`config.mk`:
```
export PLATFORM = sky130hd
export DESIGN_NAME = epid_top
export DESIGN_NICKNAME = d
export VERILOG_FILES = /design/src/hw/epid_pkg.sv /design/src/hw/epid_sync.sv /design/src/hw/epid_top.sv
export SDC_FILE = /design/constraint.sdc
export NUM_CORES = 1
export LEC_CHECK = 0
export ABC_CLOCK_PERIOD_IN_PS = 1250
export BUFFER_PORTS_ARGS = -buffer_cell sky130_fd_sc_hd__buf_2
export CORE_MARGIN = 8
export CORE_UTILIZATION = 30
export DETAILED_ROUTE_END_ITERATION = 8
export MAX_ROUTING_LAYER = met4
export PLACE_DENSITY_LB_ADDON = 0.15
export SKIP_LAST_GASP = 1
export SYNTH_ARGS = -nofsm -noshare
export SYNTH_HDL_FRONTEND = slang
export SYNTH_SLANG_ARGS = --single-unit
```
`constraint.sdc`:
```
create_clock -name pclk -period 1.25 [get_ports pclk]
set_clock_uncertainty 0.15 [all_clocks]
set_input_delay 0.0625 -clock pclk [delete_from_list [all_inputs] [get_ports pclk]]
set_output_delay 0.0625 -clock pclk [all_outputs]
set_load 0.05 [all_outputs]
```
`src/hw/epid_pkg.sv`:
```
// constants for the external pin interrupt detector
package epid_pkg;
  // register map
  localparam logic [11:0] STATUS_CONTROL_OFFSET = 12'h000;
  // field positions
  localparam int MODE_BIT   = 0;
  localparam int IE_BIT     = 1;
  localparam int ACK_BIT    = 2;
  localparam int FLAG_BIT   = 3;
  localparam int PE_BIT     = 4;
  localparam int EDGE_BIT   = 5;
  localparam int PDD_BIT    = 6;
  // reset values
  localparam logic [7:0] CTRL_RESET = 8'h00;
  localparam logic       SYNC_RESET = 1'b1;
endpackage

```
`src/hw/epid_sync.sv`:
```
// two-flop synchroniser for the request pin
`timescale 1ns/1ps
module epid_sync (
  // clock and reset
  input  wire logic pclk,
  input  wire logic presetn,
  // data
  input  wire logic d,
  output logic      q
);
  logic meta_r;

  // first flop only feeds the second
  always_ff @(posedge pclk or negedge presetn) begin
    if (!presetn) begin
      meta_r <= epid_pkg::SYNC_RESET;
      q      <= epid_pkg::SYNC_RESET;
    end else begin
      meta_r <= d;
      q      <= meta_r;
    end
  end
endmodule

```
`src/hw/epid_top.sv`:
```
// external pin interrupt detector with apb status and control register
//
// The APB slave port and the register addresses were decided locally.
`timescale 1ns/1ps
module epid_top (
  // apb clock and reset
  input  wire logic        pclk,
  input  wire logic        presetn,
  // apb slave
  input  wire logic        psel,
  input  wire logic        penable,
  input  wire logic        pwrite,
  input  wire logic [11:0] paddr,
  input  wire logic [31:0] pwdata,
  input  wire logic [3:0]  pstrb,
  output logic      [31:0] prdata,
  output logic             pready,
  output logic             pslverr,
  // request pin
  input  wire logic        irq_pin,
  // pad control
  output logic             pull_enable,
  output logic             pull_down,
  // core request
  output logic             core_irq
);
  logic [6:0] ctrl_r;
  logic       flag_r;
  logic       pin_s;
  logic       pin_prev_r;
  logic       wr_en;
  logic       rd_en;
  logic       hit;
  logic       ack;
  logic       act_now;
  logic       act_prev;
  logic       edge_ev;
  logic       level_ev;
  logic       set_ev;
  logic [7:0] rd_val;

  logic pe;
  logic pol;
  logic mode;
  logic ie;
  logic pdd;
  assign pe   = ctrl_r[epid_pkg::PE_BIT];
  assign pol  = ctrl_r[epid_pkg::EDGE_BIT];
  assign mode = ctrl_r[epid_pkg::MODE_BIT];
  assign ie   = ctrl_r[epid_pkg::IE_BIT];
  assign pdd  = ctrl_r[epid_pkg::PDD_BIT];

  // active level of a sample under the chosen polarity
  function automatic logic is_active(input logic lvl, input logic rising);
    is_active = rising ? lvl : ~lvl;
  endfunction

  // pin synchroniser
  epid_sync u_sync (
    .pclk    (pclk),
    .presetn (presetn),
    .d       (irq_pin),
    .q       (pin_s)
  );

  // apb decode, zero wait states
  assign hit     = (paddr == epid_pkg::STATUS_CONTROL_OFFSET);
  assign wr_en   = psel && penable && pwrite && pstrb[0];
  assign rd_en   = psel && !pwrite;
  assign pready  = 1'b1;
  assign pslverr = psel && penable && !hit;

  // control bits, flag and ack bits are not stored
  always_ff @(posedge pclk or negedge presetn) begin
    if (!presetn) begin
      ctrl_r <= epid_pkg::CTRL_RESET[6:0];
    end else if (wr_en && hit) begin
      ctrl_r[epid_pkg::MODE_BIT] <= pwdata[epid_pkg::MODE_BIT];
      ctrl_r[epid_pkg::IE_BIT]   <= pwdata[epid_pkg::IE_BIT];
      ctrl_r[epid_pkg::PE_BIT]   <= pwdata[epid_pkg::PE_BIT];
      ctrl_r[epid_pkg::EDGE_BIT] <= pwdata[epid_pkg::EDGE_BIT];
      ctrl_r[epid_pkg::PDD_BIT]  <= pwdata[epid_pkg::PDD_BIT];
    end
  end

  // previous synchronised sample
  always_ff @(posedge pclk or negedge presetn) begin
    if (!presetn) begin
      pin_prev_r <= epid_pkg::SYNC_RESET;
    end else begin
      pin_prev_r <= pin_s;
    end
  end

  // event detection
  assign act_now  = is_active(pin_s, pol);
  assign act_prev = is_active(pin_prev_r, pol);
  assign edge_ev  = act_now && !act_prev;
  assign level_ev = mode && act_now;
  assign set_ev   = pe && (edge_ev || level_ev);
  assign ack      = wr_en && hit && pwdata[epid_pkg::ACK_BIT];

  // event flag, set wins over acknowledge
  always_ff @(posedge pclk or negedge presetn) begin
    if (!presetn) begin
      flag_r <= 1'b0;
    end else if (set_ev) begin
      flag_r <= 1'b1;
    end else if (ack) begin
      flag_r <= 1'b0;
    end
  end

  // read data, ack reads 0
  always_comb begin
    rd_val = 8'h00;
    rd_val[epid_pkg::MODE_BIT] = mode;
    rd_val[epid_pkg::IE_BIT]   = ie;
    rd_val[epid_pkg::FLAG_BIT] = flag_r;
    rd_val[epid_pkg::PE_BIT]   = pe;
    rd_val[epid_pkg::EDGE_BIT] = pol;
    rd_val[epid_pkg::PDD_BIT]  = pdd;
  end

  always_ff @(posedge pclk or negedge presetn) begin
    if (!presetn) begin
      prdata <= 32'h0000_0000;
    end else if (rd_en && !penable) begin
      prdata <= hit ? {24'h00_0000, rd_val} : 32'h0000_0000;
    end
  end

  // pad pull control and core request
  always_ff @(posedge pclk or negedge presetn) begin
    if (!presetn) begin
      pull_enable <= 1'b0;
      pull_down   <= 1'b0;
      core_irq    <= 1'b0;
    end else begin
      pull_enable <= pe && !pdd;
      pull_down   <= pe && pol;
      core_irq    <= ie && (set_ev || (flag_r && !ack));
    end
  end
endmodule

```
==> results.md <==
- Arrival @ worst endpoint: 1620 ps
- Critical Path RT: 1280 ps
- Drt wl/cell: 12.7 um
- DR vias: 670
- Logic pwr share: 0.240
- Sequential Power Share: 0.474
- Worst setup margin: -339 ps
- Initial Util: 0.313
- Remaining Overflow, GRT: 0
- Ys async rst share: 1.00
- Synth area leaders: dfrtp_1, buf_4, dfstp_2
- H-tree levels: 1
- Clock Latency Late Sink: 290 ps
- Post-synth EDFFs: 0
- Vias in the first global route: 757
- Fmax achieved: 0.629 GHz
- Final worst-path cycle share: 1.27
- # rows: 20
- Clock Sinks: 18
- Antenna violations before repair: 0
- Top cells by count, synth: buf_4, dfrtp_1, a22o_1
- Final Cell Area: 1320 sq um
- Pin count of the biggest net entering global routing: 19
- Final Setup Violations: 14
- Layout Cells excl Fill: 173
- Die W: 72.2 um
- Minimum clock period: 1590 ps
- Via density: 3.87
- First-pass GRT wire length: 3620 um
- Detailed Route WL: 2190 um
- Layout cells sized above 1: 0.496
- HP Class: in -> async
- Nets@finish: 184
- Crit-path max FO: 5
- CTS tree: built
- Inserted Clock Buffers: 3
- Yosys warns: 0
- Core Region: 3030 sq um
- Synth top area share: 0.396
- Synth area leader: dfrtp_1
- Setup WS pre-CTS: -652 ps
- Most frequent cell after synthesis: buf_4
- Max-slew violations: 0
- Crit Path Category: in -> reg
- Final Wtd Congestion: 0.687
- Sw Ratio: 0.328
- Area Overhead vs Synth: 38.9%
- Overall Power: 0.00125 W
- Remaining DRCs: 0
- Clock Path Buffers: 2
- First-iteration detailed-routing DRC count: 27
- Endpoints failing hold: 0
- Synth cell types: 24
- Placed Area: 1100 sq um
- Net Switching: 0.000411 W
- Status: finished with violations
- All-Layer GR Usage: 0.0880
- Antenna-violating nets left: 0
- Crit. End Element: flop
- Synthesized cell area: 948 sq um
- Vert. Die Dim: 72.2 um
- Internal power: 0.000842 W
- Clock power share: 0.286
- Maximum VDD drop: 0.285 mV
- Pleak: 0.727 nW
- Synthesis-stage register bit count: 18
- Max-cap violation count: 0
- Port bufs: 34
- CTS root buf: clkbuf_4
- ANT cells: 0
- Failing checks: negative setup slack
- DR pass1 iterations: 4
- Placed insts: 159
- Top FF cell, synth: dfrtp_1
- Io pins: 91
- Synthesized area per cell: 12.2 sq um
- Die area: 5220 sq um
- Synth Instances: 78
- RSZ-0062 raised after global routing: yes
- PD cells: 951 nW/um^2
- Clk slew on worst S/H paths: 110 ps
- Detailed Place HPWL: 1720 um
- Sequential element share of the synthesized area: 0.479
- Crit start category: input pin
- Setup TNS: -2840 ps
[power groups by stage]
stage | Sequential (W) | Clock [W] | Combinational (W)
detailed placement | 0.000605 | 0 | 0.000257
CTS | 0.000594 | 0.000370 | 0.000289
global placement | 0.000605 | 0 | 0.000256
floorplan | 0.000605 | 0 | 0.000265
global route | 0.000596 | 0.000395 | 0.000318
finish | 0.000594 | 0.000358 | 0.000301
[metal layers]
| metal | track usage | wire length [um] | up-vias |
|---|---|---|---|
| met4 | 0.0476 | 33 | 0 |
| met1 | 0.101 | 897 | 319 |
| met2 | 0.140 | 1090 | 30 |
| met3 | 0.0193 | 169 | 2 |
| met5 | - | 0 | - |
| li1 | - | - | 319 |
[cell families (layout without fill, tap and decap cells)]
group                     count (synthesis)  count (layout)  synth area share
and+or+nand+nor                          11              11            0.0910
other                                     2              27           0.00792
muxes                                     5               5            0.0792
xor gates and xnor gates                  2               2            0.0185
DFF                                      18              18             0.479
buffers and inverters                    30              56             0.233
AOI/OAI and AO/OA                        10              10            0.0910
[worst max-delay path: stages]
cell and delay, ps:
buf_6 90, or4_4 520, or4_4 620, mux2_4 330
[final cells by class]
cell class | count | area [sq um]
clock buffers | 4 | 36.3
fillers | 291 | 1710
inverters | 1 | 3.75
multi-input cells | 55 | 410
flip-flops and latches | 18 | 454
well taps | 44 | 55.1
repair buffers | 51 | 358
[path summary, 6_finish.rpt]
kind | from | endpoint | slack (ps) | cells after the start
min | presetn | prdata[5] | 70 | 2
max reg2reg | u_sync.q | core_irq | -20 | 3
min in group pclk | pwrite | prdata[5] | 140 | 4
max in group asynchronous | presetn | pin_prev_r | 560 | 2
max | paddr[10] | ctrl_r[6] | -340 | 4
min reg2reg | u_sync.meta_r | u_sync.q | 210 | 0
[flip-flops by register name, indices dropped and copies added (netlist names)]
name	count
pull_down	1
pull_enable	1
prdata	6
u_sync.meta_r	1
pin_prev_r	1
core_irq	1
ctrl_r	5
flag_r	1
u_sync.q	1
[stage by stage]
step	utilization	hold slack, ps
2_1_floorplan	-	-383
3_3_place_gp	0.364	-144
3_5_place_dp	0.364	-135
4_1_cts	0.421	80.3
5_1_grt	0.435	102
6_report	0.435	72.8
[what timing repair did]
item                       4_1_cts  5_1_grt
setup endpoints to repair       14       14
buffers inserted                 1        1
hold endpoints to repair        26        0
pin swaps                        6        5
resized for setup                9        6
hold buffers                     8        0
[layout by cell type, fill, tap and decap left out, types with 3 or more instances in the layout]
| master | Yosys | final |
|---|---|---|
| dlygate4sd3_1 | 0 | 8 |
| conb_1 | 2 | 27 |
| mux2_4 | 5 | 5 |
| buf_4 | 27 | 6 |
| buf_6 | 1 | 6 |
| clkbuf_4 | 0 | 3 |
| a22o_1 | 6 | 6 |
| dfstp_2 | 3 | 3 |
| or4_4 | 3 | 4 |
| buf_2 | 0 | 30 |
| dfrtp_1 | 15 | 15 |
(Power assumes the default switching activity.)
